===== src/core/srb_pkg.sv =====
// Shared constants for the serial reset and busy sequencer, both ends.
// Assumes a single 25 MHz system clock on each end.
package srb_pkg;

  // ==========================================================================
  // Clock and timing
  localparam int CLK_NS = 40;
  localparam int DEGLITCH_NS = 3000;
  // Self-timed interval, longest time so rounded down.
  localparam int DEGLITCH_CYC = DEGLITCH_NS / CLK_NS;
  localparam logic [2:0] SCLK_HALF_CYC = 3'h4;
  localparam logic [3:0] RST_HOLD_TICKS = 4'h8;

  // ==========================================================================
  // Serial word layout
  localparam int WORD_BITS = 26;
  localparam int RW_BIT = 25;
  localparam int ADDR_HI = 24;
  localparam int ADDR_LO = 18;
  localparam int CH_HI = 17;
  localparam int CH_LO = 16;
  localparam int DATA_HI = 15;
  localparam logic [4:0] WORD_BITS_C = 5'h1A;

  typedef logic [6:0] srb_addr_t;
  typedef logic [WORD_BITS-1:0] srb_word_t;

  localparam srb_addr_t ADDR_NOP0 = 7'h00;
  localparam srb_addr_t ADDR_NOP1 = 7'h20;
  localparam srb_addr_t ADDR_NOP2 = 7'h50;
  localparam srb_addr_t ADDR_NOP3 = 7'h60;
  localparam srb_addr_t ADDR_DAC_LAST = 7'h0F;
  localparam srb_addr_t ADDR_DRV_LOW = 7'h01;
  localparam srb_addr_t ADDR_DRV_HIGH = 7'h03;
  localparam srb_addr_t ADDR_SOFT_RST = 7'h7E;
  localparam int SOFT_RST_BIT = 0;

  // ==========================================================================
  // Busy lengths and rearm wait in rising serial-clock edges
  localparam logic [9:0] RESET_CLKS = 10'h2E8;
  localparam logic [9:0] CLKS_NOP = 10'h003;
  localparam logic [9:0] CLKS_DAC = 10'h012;
  localparam logic [9:0] CLKS_DRV = 10'h015;
  localparam logic [9:0] REARM_CLKS = 10'h004;

  // ==========================================================================
  // Static reset state values
  localparam logic [7:0] LOAD_CURRENT_UA = 8'h64;
  localparam logic [7:0] THERM_LIMIT_C = 8'h64;

  // ==========================================================================
  // Host register offsets on the AHB-Lite slave
  localparam logic [3:0] REG_CMD = 4'h0;
  localparam logic [3:0] REG_CTRL = 4'h4;
  localparam logic [3:0] REG_STATUS = 4'h8;

  // Edges that an instruction needs after select release.
  function automatic logic [9:0] srb_busy_need(input srb_word_t w);
    srb_addr_t a;
    a = w[ADDR_HI:ADDR_LO];
    if (w[RW_BIT])
      srb_busy_need = CLKS_NOP;
    else if (a == ADDR_SOFT_RST && w[SOFT_RST_BIT])
      srb_busy_need = RESET_CLKS;
    else if (a == ADDR_DRV_LOW || a == ADDR_DRV_HIGH)
      srb_busy_need = CLKS_DRV;
    else if (a == ADDR_NOP0 || a == ADDR_NOP1 || a == ADDR_NOP2 ||
             a == ADDR_NOP3)
      srb_busy_need = CLKS_NOP;
    else if (a <= ADDR_DAC_LAST)
      srb_busy_need = CLKS_DAC;
    else
      srb_busy_need = CLKS_NOP;
  endfunction

endpackage


===== src/core/srb_link_if.sv =====
// Serial link between the supervisory host and the sequenced device.
// Busy is open drain with a pull-up; the wire level is resolved here.
`timescale 1ns/1ps
interface srb_link_if;
  logic rst_n;
  logic cs_n;
  logic sclk;
  logic sdi;
  logic busy_o;
  logic busy_oe;
  logic busy_n;

  // ==========================================================================
  // Pull-up resolution of the open-drain busy line.
  assign busy_n = busy_oe ? busy_o : 1'b1;

  modport dev (input rst_n, cs_n, sclk, sdi, output busy_o, busy_oe);
  modport host (output rst_n, cs_n, sclk, sdi, input busy_n);
endinterface


===== src/core/srb_dev_end.sv =====
// Device end: reset sequencing, instruction capture and busy counting.
// Assumes link pins arrive asynchronous to hclk and are resynchronised.
`timescale 1ns/1ps

// Overview of operation
// - Hardware reset pin acts asynchronously.
// - Host holds reset low through power-up.
// - Soft reset starts on first edge after select.
// - Reset asserts busy, defaults control and calibration.
// - Reset grounds levels, disables driver and measurement.
// - Reset enables 100 uA loads, ground commutation.
// - Static state until first or second edge.
// - Clocked phase takes 744 edges, busy throughout.
// - Clocked phase initialises controller, DACs, thermal alarm.
// - After 744 edges release busy, start deglitch.
// - Every valid instruction asserts busy.
// - Host may reselect after rearm edge count.
// - Host waits out busy after reset.
// - Host clocks while busy is asserted.
// - Host may stop clock after busy ends.
// - Busy length fixed by instruction type.
// - No-operation writes need 3 edges.
// - Non-converter writes from 0x10 up, other than soft reset, need 3.
// - Other level converter writes need 18.
// - Drive-low and drive-high writes need 21.
// - Word holds address, channel, direction, data.
module srb_dev_end
  import srb_pkg::*;
(
  input wire logic hclk,              // System clock.
  input wire logic hresetn,           // Async reset, active low.
  srb_link_if.dev lnk,                // Serial link to the host.
  output logic instr_valid,           // One-cycle pulse per instruction.
  output logic instr_read,            // Instruction was a read.
  output logic [6:0] instr_addr,      // Register address.
  output logic [1:0] instr_chan,      // Channel selection.
  output logic [15:0] instr_data,     // Write data.
  output logic reset_hold,            // Static reset state active.
  output logic ctrl_default,          // Control registers at default.
  output logic cal_clear,             // Calibration registers cleared.
  output logic level_to_ground,       // Levels forced to ground ref.
  output logic driver_off,            // Driver disabled.
  output logic pmu_off,               // Parametric unit disabled.
  output logic load_force_on,         // Active loads forced on.
  output logic [7:0] load_current_ua, // Load source and sink current.
  output logic commut_ground,         // Commutation at ground ref.
  output logic serial_init,           // Pulse: controller initialised.
  output logic dac_default_load,      // Pulse: DAC input registers.
  output logic therm_alarm_en,        // Thermal alarm enabled.
  output logic [7:0] therm_limit_c,   // Thermal alarm threshold.
  output logic clamp_alarm_en,        // Clamp alarm enabled.
  output logic ovd_alarm_en,          // Overvoltage alarm enabled.
  output logic level_update_ok,       // Levels may move.
  output logic busy                   // Busy, active high copy.
);

  typedef enum logic [1:0] {
    ST_STATIC = 2'b00,
    ST_CLOCKED = 2'b01,
    ST_RUN = 2'b10
  } srb_dev_state_e;

  srb_dev_state_e state_ff, nxt_state;
  logic [1:0] rst_sync_ff;
  logic [2:0] sy1_ff, sy2_ff;
  logic sclk_q_ff, cs_q_ff;
  logic [9:0] rcnt_ff, nxt_rcnt;
  logic [9:0] bcnt_ff, nxt_bcnt;
  logic soft_pend_ff, nxt_soft_pend;
  srb_word_t shreg_ff;
  logic [4:0] bitcnt_ff;
  logic [6:0] degl_ff;
  logic instr_valid_ff, instr_read_ff;
  logic [6:0] addr_ff;
  logic [1:0] chan_ff;
  logic [15:0] data_ff;
  logic init_ff, therm_ff, busy_ff, hold_ff, upd_ok_ff;

  // ==========================================================================
  // Reset and pin synchronisers
  // The reset pin clears the sequencer with no clock at all; its release
  // is resynchronised only to gate the first edge out of the static state.
  wire arst_n = hresetn & lnk.rst_n;

  always_ff @(posedge hclk or negedge arst_n) begin
    if (!arst_n)
      rst_sync_ff <= 2'h0;
    else
      rst_sync_ff <= {rst_sync_ff[0], 1'b1};
  end

  // Pins pass two flops; the third stage only feeds edge detection.
  always_ff @(posedge hclk or negedge arst_n) begin
    if (!arst_n) begin
      sy1_ff <= 3'h3;
      sy2_ff <= 3'h3;
      sclk_q_ff <= 1'b1;
      cs_q_ff <= 1'b1;
    end else begin
      sy1_ff <= {lnk.sdi, lnk.cs_n, lnk.sclk};
      sy2_ff <= sy1_ff;
      sclk_q_ff <= sy2_ff[0];
      cs_q_ff <= sy2_ff[1];
    end
  end

  // ==========================================================================
  // Decoding of edges and the received word
  wire released = rst_sync_ff[1];
  wire sclk_rise = sy2_ff[0] & ~sclk_q_ff;
  wire cs_low = ~sy2_ff[1];
  wire cs_fall = ~sy2_ff[1] & cs_q_ff;
  wire cs_rise = sy2_ff[1] & ~cs_q_ff;
  wire in_run = state_ff == ST_RUN;
  wire word_ok = bitcnt_ff == WORD_BITS_C;
  wire instr_end = cs_rise & word_ok & in_run;
  wire is_write = ~shreg_ff[RW_BIT];
  wire [6:0] w_addr = shreg_ff[ADDR_HI:ADDR_LO];
  wire soft_hit = instr_end & is_write & (w_addr == ADDR_SOFT_RST) &
                  shreg_ff[SOFT_RST_BIT];
  wire dac_hit = instr_end & is_write & (w_addr != ADDR_NOP0) &
                 (w_addr <= ADDR_DAC_LAST);
  // Fixed length per instruction type.
  wire [9:0] need = srb_busy_need(shreg_ff);
  wire [9:0] left = (sclk_rise && bcnt_ff != 10'h000) ?
                    bcnt_ff - 10'h001 : bcnt_ff;

  // ==========================================================================
  // Reset sequencer
  // A soft reset is noted at select release, takes hold on the next edge
  // and starts counting on the edge after that.
  always_comb begin
    nxt_state = state_ff;
    nxt_rcnt = rcnt_ff;
    nxt_soft_pend = soft_pend_ff;
    nxt_bcnt = left;
    case (state_ff)
      ST_STATIC: begin
        nxt_bcnt = 10'h000;
        if (sclk_rise && released) begin
          nxt_state = ST_CLOCKED;
          nxt_rcnt = 10'h001;
        end
      end
      ST_CLOCKED: begin
        nxt_bcnt = 10'h000;
        if (sclk_rise) begin
          nxt_rcnt = rcnt_ff + 10'h001;
          if (rcnt_ff == RESET_CLKS - 10'h001)
            nxt_state = ST_RUN;
        end
      end
      ST_RUN: begin
        if (soft_hit)
          nxt_soft_pend = 1'b1;
        else if (soft_pend_ff && sclk_rise) begin
          nxt_soft_pend = 1'b0;
          nxt_state = ST_STATIC;
        end
        // Keep the longer of the two, never shorten.
        if (instr_end && !soft_hit && need > left)
          nxt_bcnt = need;
      end
      default: begin
        nxt_state = ST_STATIC;
        nxt_soft_pend = 1'b0;
      end
    endcase
  end

  always_ff @(posedge hclk or negedge arst_n) begin
    if (!arst_n) begin
      state_ff <= ST_STATIC;
      rcnt_ff <= 10'h000;
      soft_pend_ff <= 1'b0;
      bcnt_ff <= 10'h000;
    end else begin
      state_ff <= nxt_state;
      rcnt_ff <= nxt_rcnt;
      soft_pend_ff <= nxt_soft_pend;
      bcnt_ff <= nxt_bcnt;
    end
  end

  // ==========================================================================
  // Instruction shift register, sampled on rising serial-clock edges
  // Bits beyond the word length saturate the count and void the word.
  always_ff @(posedge hclk or negedge arst_n) begin
    if (!arst_n) begin
      shreg_ff <= '0;
      bitcnt_ff <= 5'h00;
    end else if (cs_fall) begin
      bitcnt_ff <= 5'h00;
    end else if (sclk_rise && cs_low) begin
      shreg_ff <= {shreg_ff[WORD_BITS-2:0], sy2_ff[2]};
      if (bitcnt_ff != 5'h1F)
        bitcnt_ff <= bitcnt_ff + 5'h01;
    end
  end

  // A read fills address and channel only; data keeps its last write.
  always_ff @(posedge hclk or negedge arst_n) begin
    if (!arst_n) begin
      instr_valid_ff <= 1'b0;
      instr_read_ff <= 1'b0;
      addr_ff <= 7'h00;
      chan_ff <= 2'h0;
      data_ff <= 16'h0000;
    end else begin
      instr_valid_ff <= instr_end;
      if (instr_end) begin
        instr_read_ff <= ~is_write;
        addr_ff <= w_addr;
        chan_ff <= shreg_ff[CH_HI:CH_LO];
        if (is_write)
          data_ff <= shreg_ff[DATA_HI:0];
      end
    end
  end

  // ==========================================================================
  // Static state, alarms, busy and deglitch
  // Static outputs come from one flop set by the async reset itself.
  always_ff @(posedge hclk or negedge arst_n) begin
    if (!arst_n) begin
      hold_ff <= 1'b1;
      busy_ff <= 1'b1;
      init_ff <= 1'b0;
      therm_ff <= 1'b0;
    end else begin
      hold_ff <= nxt_state != ST_RUN;
      busy_ff <= nxt_state != ST_RUN || nxt_soft_pend ||
                 nxt_bcnt != 10'h000;
      init_ff <= state_ff == ST_STATIC && nxt_state == ST_CLOCKED;
      if (nxt_state == ST_STATIC)
        therm_ff <= 1'b0;
      else if (state_ff == ST_STATIC && nxt_state == ST_CLOCKED)
        therm_ff <= 1'b1;
    end
  end

  // Retriggers on reset completion and on each converter write; levels
  // stay put until the count runs out.
  always_ff @(posedge hclk or negedge arst_n) begin
    if (!arst_n) begin
      degl_ff <= 7'h00;
      upd_ok_ff <= 1'b0;
    end else begin
      if ((state_ff == ST_CLOCKED && nxt_state == ST_RUN) || dac_hit)
        degl_ff <= 7'(DEGLITCH_CYC);
      else if (degl_ff != 7'h00)
        degl_ff <= degl_ff - 7'h01;
      upd_ok_ff <= in_run && !hold_ff && degl_ff == 7'h00 &&
                   !dac_hit;
    end
  end

  // ==========================================================================
  // Output assignments
  // Busy drives the open-drain pin low while active.
  assign lnk.busy_o = 1'b0;
  assign lnk.busy_oe = busy_ff;
  assign busy = busy_ff;
  assign instr_valid = instr_valid_ff;
  assign instr_read = instr_read_ff;
  assign instr_addr = addr_ff;
  assign instr_chan = chan_ff;
  assign instr_data = data_ff;
  assign reset_hold = hold_ff;
  assign ctrl_default = hold_ff;
  assign cal_clear = hold_ff;
  assign level_to_ground = hold_ff;
  assign driver_off = hold_ff;
  assign pmu_off = hold_ff;
  assign load_force_on = hold_ff;
  assign load_current_ua = LOAD_CURRENT_UA;
  assign commut_ground = hold_ff;
  assign serial_init = init_ff;
  assign dac_default_load = init_ff;
  assign therm_alarm_en = therm_ff;
  assign therm_limit_c = THERM_LIMIT_C;
  // Both alarms are tied off; nothing here can enable them.
  assign clamp_alarm_en = 1'b0;
  assign ovd_alarm_en = 1'b0;
  assign level_update_ok = upd_ok_ff;

endmodule


===== src/flat_wrapper.sv =====
// flat-port wrapper written by rule: the top's interface ports become plain ports
module srb_dev_end_flat import srb_pkg::*;
  (hclk, hresetn, instr_valid, instr_read, instr_addr, instr_chan, instr_data, reset_hold, ctrl_default, cal_clear, level_to_ground, driver_off, pmu_off, load_force_on, load_current_ua, commut_ground, serial_init, dac_default_load, therm_alarm_en, therm_limit_c, clamp_alarm_en, ovd_alarm_en, level_update_ok, busy, lnk_rst_n, lnk_cs_n, lnk_sclk, lnk_sdi, lnk_busy_o, lnk_busy_oe);
  srb_link_if lnk_i ();
  input wire logic hclk;
  input wire logic hresetn;
  output logic instr_valid;
  output logic instr_read;
  output logic [6:0] instr_addr;
  output logic [1:0] instr_chan;
  output logic [15:0] instr_data;
  output logic reset_hold;
  output logic ctrl_default;
  output logic cal_clear;
  output logic level_to_ground;
  output logic driver_off;
  output logic pmu_off;
  output logic load_force_on;
  output logic [7:0] load_current_ua;
  output logic commut_ground;
  output logic serial_init;
  output logic dac_default_load;
  output logic therm_alarm_en;
  output logic [7:0] therm_limit_c;
  output logic clamp_alarm_en;
  output logic ovd_alarm_en;
  output logic level_update_ok;
  output logic busy;
  input wire logic [$bits(lnk_i.rst_n)-1:0] lnk_rst_n;
  input wire logic [$bits(lnk_i.cs_n)-1:0] lnk_cs_n;
  input wire logic [$bits(lnk_i.sclk)-1:0] lnk_sclk;
  input wire logic [$bits(lnk_i.sdi)-1:0] lnk_sdi;
  output wire logic [$bits(lnk_i.busy_o)-1:0] lnk_busy_o;
  output wire logic [$bits(lnk_i.busy_oe)-1:0] lnk_busy_oe;
  assign lnk_i.rst_n = lnk_rst_n;
  assign lnk_i.cs_n = lnk_cs_n;
  assign lnk_i.sclk = lnk_sclk;
  assign lnk_i.sdi = lnk_sdi;
  assign lnk_busy_o = lnk_i.busy_o;
  assign lnk_busy_oe = lnk_i.busy_oe;
  srb_dev_end u_core (.hclk(hclk), .hresetn(hresetn), .lnk(lnk_i), .instr_valid(instr_valid), .instr_read(instr_read), .instr_addr(instr_addr), .instr_chan(instr_chan), .instr_data(instr_data), .reset_hold(reset_hold), .ctrl_default(ctrl_default), .cal_clear(cal_clear), .level_to_ground(level_to_ground), .driver_off(driver_off), .pmu_off(pmu_off), .load_force_on(load_force_on), .load_current_ua(load_current_ua), .commut_ground(commut_ground), .serial_init(serial_init), .dac_default_load(dac_default_load), .therm_alarm_en(therm_alarm_en), .therm_limit_c(therm_limit_c), .clamp_alarm_en(clamp_alarm_en), .ovd_alarm_en(ovd_alarm_en), .level_update_ok(level_update_ok), .busy(busy));
endmodule

===== config.mk =====
export PLATFORM = sky130hd
export DESIGN_NAME = srb_dev_end_flat
export DESIGN_NICKNAME = d
export VERILOG_FILES = /design/src/core/srb_pkg.sv /design/src/core/srb_link_if.sv /design/src/core/srb_dev_end.sv /design/src/flat_wrapper.sv
export SDC_FILE = /design/constraint.sdc
export NUM_CORES = 1
export LEC_CHECK = 0
export ABC_AREA = 1
export BUFFER_PORTS_ARGS = -buffer_cell sky130_fd_sc_hd__buf_2
export CORE_UTILIZATION = 35
export DETAILED_ROUTE_END_ITERATION = 8
export PLACE_DENSITY = 0.56
export SYNTH_ARGS = -nofsm -noshare
export SYNTH_HDL_FRONTEND = slang
export SYNTH_SLANG_ARGS = --single-unit

===== constraint.sdc =====
create_clock -name hclk -period 10.8 [get_ports hclk]
set_clock_uncertainty 0.2 [all_clocks]
set_input_delay 2.16 -clock hclk [delete_from_list [all_inputs] [get_ports hclk]]
set_output_delay 2.16 -clock hclk [all_outputs]
set_load 0.02 [all_outputs]

==> impl_metrics.ini, run 1 <==
[run_status]
status = complete, no violations

[worst_hold_path]
hold_path.class = reg2reg

[placed_design]
dp_hpwl_um = 6820
gp_congestion = 0.803
port_buffers = 46
dp.cells = 792

[critical_path]
path_max_fanout = 9
required_ns = 8.44
crit_type = reg2out
cp_slowest_cell = dfstp_2
cp_top_family = flip-flops
start_kind = register
cpPeakStageDelay_ns = 0.60
arrival_ns = 1.13
cp-end-kind = output pin
crit_chain = buf_2
worst-path-buf-inv = 1

[synthesis]
synth.avg_cell_area_sq_um = 8.63
ys_seq_area_share_pct = 51.3
ys_warn_count = 0
syn_area_sq_um = 5050
synthCells = 585
synth_seq_cells = 103
synth.distinct_cells = 33

[timing]
fin_crit_ns = 3.49
rsz0062_at_grt = no
hold_violations = 0
fin_crit_sh_pct = 32.3
setup_violations = 0
worst_pin_slew_ns = 0.956
slew_headroom_pct = 36.3
clock.fmax_mhz = 287
final.setup.tns_ns = 0
maxSlewViolCount = 0

[layout]
area_growth_pct = 11.4
antenna_cells = 0
final_net_count = 645
final_cell_mix = 118 x nand2_1, 95 x dfrtp_1, 87 x inv_1
post-route-util_pct = 40.2
layout.cells.non_filler = 808
final_layout_size_suffix_gt1_share_pct = 17.4
mostFrequentLayoutCell = nand2_1

[clock_network]
cts_tree = done
clk_pin_slew_ns = 0.07
cts_buffer_depth = 2
ctsHoldBuffers = 0
clk_latency_ns = 0.36
cts_resized = 0
htree_levels = 3
cts_setup_buffers = 0
clockRootBuffer = clkbuf_16
clock-sinks = 103
numCtsBuffers = 9

[power_and_ir_drop]
p_int_w = 0.000571
vdd_drop_max_mv = 0.121
p_sw_share_pct = 25.6
clock_power_share_pct = 42.2
p_sw_w = 0.000197
p_leak_nw = 2.89
seqPwrFrac_pct = 52.8
pwr-share-comb_pct = 5.0
p_per_area_nw_per_um2 = 136

[floorplanning]
design.die.area_sq_um = 14900
die_y_um = 122
initial_utilization_pct = 36.1
pin_count = 66
row_count = 43
core_area_sq_um = 14000
die_x_um = 122

[route]
post_drt_wl_per_cell_um = 11.7
ant_nets = 0
vias_per_cell = 4.49
remaining_drc_errors = 0
via_count = 3631
drt_pre_antenna_iters = 4
wirelength_um = 9460
drt_iter0_drc = 266

[global_routing]
grt_usage_pct = 14.4
grt_max_degree = 78
antenna_found_initial = 0
first_global_vias = 3657
grt_pass1_wl_um = 16800
grt_overflow_total = 0

[flow_run]
maxCapViolations = 0
==> final cells by class <==
cell class	instances	area, sq um
clock inverters	7	75.1
inverters	98	370
flip-flops and latches	103	2590
repair buffers	48	245
clock buffers	9	225
fillers	1400	8360
well taps	180	225
multi-input cells	363	1900
==> power groups by stage <==
stage	clock network, W	logic [W]	registers (W)
CTS	0.000335	0.0000398	0.000405
detailed placement	0	0.0000397	0.000413
floorplan	0	0.0000360	0.000411
global placement	0	0.0000384	0.000412
global route	0.000352	0.0000456	0.000407
finish	0.000324	0.0000386	0.000405
==> logic make-up (layout without fill, tap and decap cells) <==
kind of cell / after synthesis / in the layout / share of synthesized area (%)
simple gates: 223 / 223 / 20.5
compound gates: 95 / 95 / 10.0
buf+inv: 137 / 162 / 12.5
other cells: 2 / 20 / 0.149
xor+xnor: 9 / 9 / 1.56
fa+ha+maj: 16 / 16 / 3.97
flops: 103 / 103 / 51.3
==> metrics by stage <==
stage | hold slack [ns] | total power (W) | setup WS (ns) | cell area (sq um)
after CTS | 0.153 | 0.000780 | 7.28 | 5630
after global routing | 0.164 | 0.000804 | 7.24 | 5630
after global placement | 0.133 | 0.000451 | 7.05 | 5330
after floorplan | 0.131 | 0.000447 | 5.71 | 5120
final | 0.151 | 0.000768 | 7.31 | 5630
after detailed placement | 0.136 | 0.000452 | 7.03 | 5330
==> state kept, by name (all words and copies together), names as in the netlist, 5 cells and up <==
signal	flops
u_core.bcnt_ff	10
u_core.rcnt_ff	10
u_core.instr_addr	7
u_core.shreg_ff	26
u_core.instr_data	16
u_core.bitcnt_ff	5
u_core.degl_ff	7
==> layer usage <==
| metal | global-route usage (%) | wire length, um |
|---|---|---|
| met1 | 17.4 | 4390 |
| met2 | 24.4 | 4570 |
| met3 | 4.03 | 347 |
| met4 | 5.41 | 157 |
| met5 | 0 | 0 |
==> cell usage after synthesis <==
| master | number | share of area, % |
|---|---|---|
| nand2_1 | 118 | 8.8 |
| dfrtp_1 | 95 | 47 |
| inv_1 | 88 | 6.5 |
| o21ai_0 | 64 | 6.3 |
| nor2_1 | 47 | 3.5 |
| buf_4 | 29 | 4.3 |
| a21oi_1 | 17 | 1.7 |
| nand3_1 | 17 | 1.7 |
| ha_1 | 16 | 4.0 |
| inv_2 | 10 | 0.74 |
| clkbuf_1 | 9 | 0.67 |
| xor2_1 | 9 | 1.6 |
| dfstp_2 | 8 | 4.2 |
| nor3_1 | 7 | 0.69 |
| nand2_2 | 6 | 0.74 |
| nor2_2 | 6 | 0.74 |
| nand4_1 | 5 | 0.62 |
| o21ai_1 | 5 | 0.50 |
| nand3_2 | 4 | 0.79 |
| nor3_2 | 3 | 0.59 |
| nor4_1 | 3 | 0.37 |
| o211ai_1 | 3 | 0.45 |
| a211oi_1 | 2 | 0.30 |
| conb_1 | 2 | 0.15 |
| nand2_4 | 2 | 0.45 |
| nor2_8 | 2 | 0.79 |
| o21bai_1 | 2 | 0.30 |
| a21o_1 | 1 | 0.15 |
| buf_6 | 1 | 0.22 |
| nand3b_1 | 1 | 0.15 |
| nand4_4 | 1 | 0.42 |
| nor2_4 | 1 | 0.22 |
| o21ai_4 | 1 | 0.32 |
==> final timing paths <==
kind | startpoint | endpoint | slack [ns] | cells past startpoint
worst max register to register | u_core.bcnt_ff[0] | u_core.busy | 7.54 | 23
worst min register to register | u_core.sy1_ff[2] | u_core.sy2_ff[2] | 0.15 | 0
worst min-delay path | u_core.sy1_ff[2] | u_core.sy2_ff[2] | 0.15 | 0
worst max-delay path | u_core.cal_clear | pmu_off | 7.31 | 1
min in group asynchronous | lnk_rst_n | u_core.shreg_ff[15] | 1.61 | 3
max in group asynchronous | hresetn | u_core.shreg_ff[21] | 7.51 | 4
Power figures use the tool's default switching activity.
==> run 2, diff against run 1 <==
Clock period 10.8 ns to 3.5 ns, I/O delays scaled along.
==> run 2 against run 1 <==
Sequential share of layout area is 0.051 points lower. Core utilization barely moved. Global-route usage fell by 0.76 points. Register-to-register slack got worse by 7.3 ns. Setup slack got worse by 7.0 ns. Die area unchanged. Sequential power increased to 3.1 times the previous value. Largest cell class unchanged. Non-clock buffer count up 2. Clock power rose to 2.9 times the previous value. Power grew to 3.0 times the previous value. Routed wire length down 3.2%.
==> impl_metrics.ini, run 2 (synthesis results as in run 1) <==
[critical_path]
cp_top_family = simple AND/OR/NAND/NOR gates
required_ns = 3.58
crit_chain = inv_1 -> ha_1 -> nand3_2 -> o21ai_4 -> nor3_2 -> nand3b_1 -> xor2_1 -> inv_1 -> ha_1 -> nand2_1 -> inv_1 -> nand2_1 -> nor4_2 -> nand3_2 -> nand2_4 -> inv_2 -> nand2_2 -> nand3_1 -> nand2_2 -> inv_2 -> nand2_1 -> nor2_1 -> nand2_1
crit_type = reg2reg
arrival_ns = 3.31
cpPeakStageDelay_ns = 0.36
path_max_fanout = 6
cp_slowest_cell = dfrtp_1
startpoint = u_core.bcnt_ff[0]
worst-path-buf-inv = 5
start_kind = register
worst_r2r_startpoint = u_core.bcnt_ff[0]
cp-end-kind = register
cp_common_cell = nand2_1

[clock_network]
clk_latency_ns = 0.34
htree_levels = 3
clock-sinks = 103
cts_tree = done
cts_resized = 0
cts_setup_buffers = 0
ctsHoldBuffers = 0
clk_pin_slew_ns = 0.07
cts_buffer_depth = 2
clockRootBuffer = clkbuf_16
numCtsBuffers = 9

[timing]
worst_slack_ns = 0.275
worst_pin_slew_ns = 0.770
maxSlewViolCount = 0
setup_violations = 0
clock.fmax_mhz = 310
fin_crit_ns = 3.23
hold_violations = 0
final.setup.tns_ns = 0
rsz0062_at_grt = no
slew_headroom_pct = 48.6
fin_crit_sh_pct = 92.2

[layout]
area_growth_pct = 11.6
largest_reg_flops = 26
final_cell_mix = 118 x nand2_1, 95 x dfrtp_1, 87 x inv_1
top_register = u_core.shreg_ff
final_layout_size_suffix_gt1_share_pct = 17.6
final_net_count = 647
mostFrequentLayoutCell = nand2_1
antenna_cells = 0

[route]
vias_per_cell = 4.40
wirelength_um = 9160
ant_nets = 0
post_drt_wl_per_cell_um = 11.3
via_count = 3560
drt_iter0_drc = 216
remaining_drc_errors = 0
drt_pre_antenna_iters = 4

[global_routing]
top_usage_layer = met2
use_met3_pct = 3.65
first_global_vias = 3425
grt_max_degree = 53
grt_usage_pct = 13.7
grt_overflow_total = 0
use_met2_pct = 22.0
met1_usage_pct = 18.1
antenna_found_initial = 0
grt_pass1_wl_um = 16000

[power_and_ir_drop]
vdd_drop_max_mv = 0.271
p_per_area_nw_per_um2 = 411
p_sw_share_pct = 23.7
clock_power_share_pct = 40.8
p_leak_nw = 2.88
seqPwrFrac_pct = 54.0
pwr-share-comb_pct = 5.2
p_int_w = 0.00177
p_sw_w = 0.000547

[floorplanning]
design.die.area_sq_um = 14900
die_y_um = 122
die_x_um = 122
pin_count = 66
initial_utilization_pct = 36.1
core_area_sq_um = 14000
row_count = 43

[placed_design]
port_buffers = 46
gp_congestion = 0.846
pre_cts_slack_ns = 0.205
dp_hpwl_um = 6830

[run_status]
status = complete, no violations

[flow_run]
maxCapViolations = 0

[worst_hold_path]
worstHoldStart = u_core.sy1_ff[2]
hold_path.class = reg2reg
## run 2: power by group through the flow
| stage | sequential [W] | clock, W | combinational (W) |
|---|---|---|---|
| after CTS | 0.00125 | 0.000982 | 0.000124 |
| after detailed placement | 0.00127 | 0 | 0.000124 |
| final | 0.00125 | 0.000943 | 0.000120 |
| after global routing | 0.00126 | 0.00103 | 0.000143 |
| after global placement | 0.00127 | 0 | 0.000121 |
| after floorplan | 0.00127 | 0 | 0.000112 |
## run 2: worst paths after layout
check,end,slack [ns],cells past startpoint
max,u_core.busy,0.27,23
min,u_core.sy2_ff[2],0.15,0
max reg2reg,u_core.busy,0.27,23
min reg2reg,u_core.sy2_ff[2],0.15,0
max in group asynchronous,u_core.rcnt_ff[3],2.05,4
min in group asynchronous,u_core.shreg_ff[22],0.16,3
## run 2: worst reg2reg max path, delay by kind of cell, from the launching register on
family | cells | cell delay, ns
AND/OR/NAND/NOR | 14 | 1.29
adder cells (fa/ha/maj) | 2 | 0.47
buffers and inverters | 5 | 0.37
flip-flops | 1 | 0.36
AO/OA/AOI/OAI | 1 | 0.26
XOR/XNOR | 1 | 0.24
## run 2: cell type report
cell class | instances | area [sq um]
Sequential cell | 103 | 2590
Fill cell | 1438 | 8360
Timing Repair Buffer | 50 | 260
Tap cell | 180 | 225
Clock buffer | 11 | 243
Clock inverter | 5 | 41.3
Inverter | 98 | 372
Multi-Input combinational cell | 363 | 1900
## run 2: stage by stage
step / power (W) / utilization, % / hold slack, ns / instances / cell area [sq um]
floorplan: 0.00138 / - / 0.131 / 603 / 5120
CTS: 0.00236 / 40.2 / 0.147 / 810 / 5630
detailed placement: 0.00140 / 38.2 / 0.138 / 794 / 5340
global placement: 0.00139 / 38.2 / 0.134 / 794 / 5340
global route: 0.00243 / 40.3 / 0.163 / 810 / 5630
finish: 0.00231 / 40.3 / 0.151 / 810 / 5630
## run 2: metal layers
layer / routed length, um / vias to the layer above / share of wire [%]
met3: 329 / 7 / 3.6
met4: 59 / 0 / 0.64
met5: 0 / - / 0
met1: 4430 / 1637 / 48
li1: - / 1861 / -
met2: 4340 / 55 / 47
==> run 3, diff against run 2 <==
Settings changed: ABC_AREA 1 to unset.
==> run 3 against run 2 <==
The run now ends with setup timing left. Fmax fell by 8.6%. Hold slack gained 0.0050 ns. Power is 11% higher. Setup slack got worse by 0.30 ns. Core utilization is 3.5 points higher.
==> impl_metrics.ini, run 3 <==
[global_routing]
first_global_vias = 3319
top_usage_layer = met2
grt_pass1_wl_um = 16200
antenna_found_initial = 0
use_met3_pct = 4.28
met1_usage_pct = 18.9
use_met2_pct = 22.4
grt_max_degree = 54
grt_usage_pct = 14.3
grt_overflow_total = 0

[floorplanning]
pin_count = 66
design.die.area_sq_um = 14400
initial_utilization_pct = 36.3
core_area_sq_um = 13400
row_count = 42
die_x_um = 120
die_y_um = 120

[layout]
largest_reg_flops = 26
multi_input_area_sq_um = 2160
final_net_count = 537
seq_area_sq_um = 2590
antenna_cells = 0
final_layout_size_suffix_gt1_share_pct = 34.4
mostFrequentLayoutCell = dfrtp_1
area_growth_pct = 20.5
top_register = u_core.shreg_ff
fillers = 1275
layout.cells.non_filler = 696
final_cell_mix = 95 x dfrtp_1, 52 x nand2_1, 46 x buf_2

[timing]
hold_violations = 0
maxSlewViolCount = 0
rsz0062_at_grt = yes
finalHoldWorstSlack_ns = 0.156
fin_crit_ns = 3.53
worst_pin_slew_ns = 0.723
slew_headroom_pct = 51.8
final.setup.tns_ns = -0.0651
fin_crit_sh_pct = 101
setup_violations = 3
worst_slack_ns = -0.0303
clock.fmax_mhz = 283

[clock_network]
numCtsBuffers = 9
clk_latency_ns = 0.35
htree_levels = 3
clk_pin_slew_ns = 0.07
cts_tree = done
clock-sinks = 103
cts_buffer_depth = 2
clockRootBuffer = clkbuf_16
ctsHoldBuffers = 0

[synthesis]
synthFlopType = dfrtp_1
netlist_top_cells_area = dfrtp_1 49%, mux2_2 9.7%, buf_4 4.3%
synth_edf_count = 0
yosysMostFrequentCell = dfrtp_1
synth.avg_cell_area_sq_um = 11.0
ys_seq_area_share_pct = 53.1
synth.distinct_cells = 52
netlist_top_cells_count = 95 x dfrtp_1, 53 x nand2_1, 42 x mux2_2
synth_top_cell_by_area = dfrtp_1
syn_area_sq_um = 4870
ys_warn_count = 0
synthCells = 444
synth.top_cell.area_share_pct = 48.8
synth_seq_cells = 103
synthArstFlopShare_pct = 100

[power_and_ir_drop]
vdd_drop_max_mv = 0.390
p_per_area_nw_per_um2 = 437
p_leak_nw = 2.92

[route]
drt_pre_antenna_iters = 4
remaining_drc_errors = 0
wirelength_um = 9580
ant_nets = 0
via_count = 3374
post_drt_wl_per_cell_um = 13.8
drt_iter0_drc = 148
vias_per_cell = 4.85

[critical_path]
required_ns = 3.58
cpPeakStageDelay_ns = 0.56
crit_chain = or4_4 -> o41a_1 -> buf_6 -> o21ai_1 -> ha_1 -> nand4_1 -> or3_1 -> a221o_1 -> o211ai_2 -> o2111ai_2 -> a221o_1
cp_top_family = compound AO/OA/AOI/OAI gates
crit_type = reg2reg
arrival_ns = 3.61
cp_slowest_cell = or4_4
start_kind = register
worst-path-buf-inv = 1
cp-end-kind = register
cp_common_cell = a221o_1
path_max_fanout = 4

[placed_design]
dp_hpwl_um = 6630
pre_cts_slack_ns = -0.128
dp.cells = 671
port_buffers = 46
gp_congestion = 0.870

[run_status]
violations = setup timing
status = finished, violations left

[worst_hold_path]
hold_path.class = reg2reg

[flow_run]
maxCapViolations = 0
[run 3: changes by cell type in the layout (fill, tap and decap cells not counted), sizes merged, moves of 9 or more]
cell	delta
nor2	-18
o21ai	-56
nand2b	+9
inv	-82
mux2	+42
nand3	-15
nand2	-73
buf	+32
[run 3: area by class of cell]
| type | count | share of cell area (%) |
|---|---|---|
| Clock inverter | 7 | 1.71 |
| Timing Repair Buffer | 82 | 8.93 |
| Multi-Input combinational cell | 305 | 36.8 |
| Clock buffer | 9 | 3.84 |
| Sequential cell | 103 | 44.1 |
| Inverter | 14 | 0.896 |
| Tap cell | 176 | 3.75 |
[run 3: worst paths after layout]
path,startpoint,end,slack (ns),cells past startpoint
setup / recovery,u_core.bcnt_ff[3],u_core.busy,-0.03,11
hold / removal,u_core.sy1_ff[2],u_core.sy2_ff[2],0.16,0
setup reg to reg,u_core.bcnt_ff[3],u_core.busy,-0.03,11
hold reg to reg,u_core.sy1_ff[2],u_core.sy2_ff[2],0.16,0
max in group asynchronous,hresetn,u_core.cs_q_ff,2.00,3
min in group asynchronous,lnk_rst_n,u_core.instr_valid,0.33,2
[run 3: repair_timing]
item	CTS	global route
gates resized for setup	13	14
endpoints found under the setup margin	11	11
setup buffers	5	5
pin swaps	9	15
[run 3: cells by family after synthesis]
group | synth area share [%]
xor gates and xnor gates | 2.88
DFF | 53.1
adders and majority gates | 4.11
buffers and inverters | 6.35
AOI/OAI and AO/OA | 6.91
and+or+nand+nor | 15.7
other | 0.154
muxes | 10.7
[run 3: per-layer routing]
metal / share of wire (%) / up-vias
met1: 47 / 1670
met3: 4.8 / 6
met5: 0 / -
li1: - / 1625
met2: 47 / 73
met4: 1.2 / 0
[run 3: power breakdown]
group,switching (W),internal (W),total [W]
Sequential,0.0000666,0.00126,0.00132
Clock,0.000491,0.000579,0.00107
Combinational,0.0000998,0.0000732,0.000173
Total,0.000658,0.00191,0.00256
[run 3: stage by stage]
stage               utilization, %  power [W]  cell area [sq um]
finish                        43.8    0.00256               5870
global route                  43.8    0.00268               5870
CTS                           43.1    0.00261               5780
detailed placement            40.0    0.00152               5360
global placement              40.0    0.00151               5360
floorplan                        -    0.00148               4940
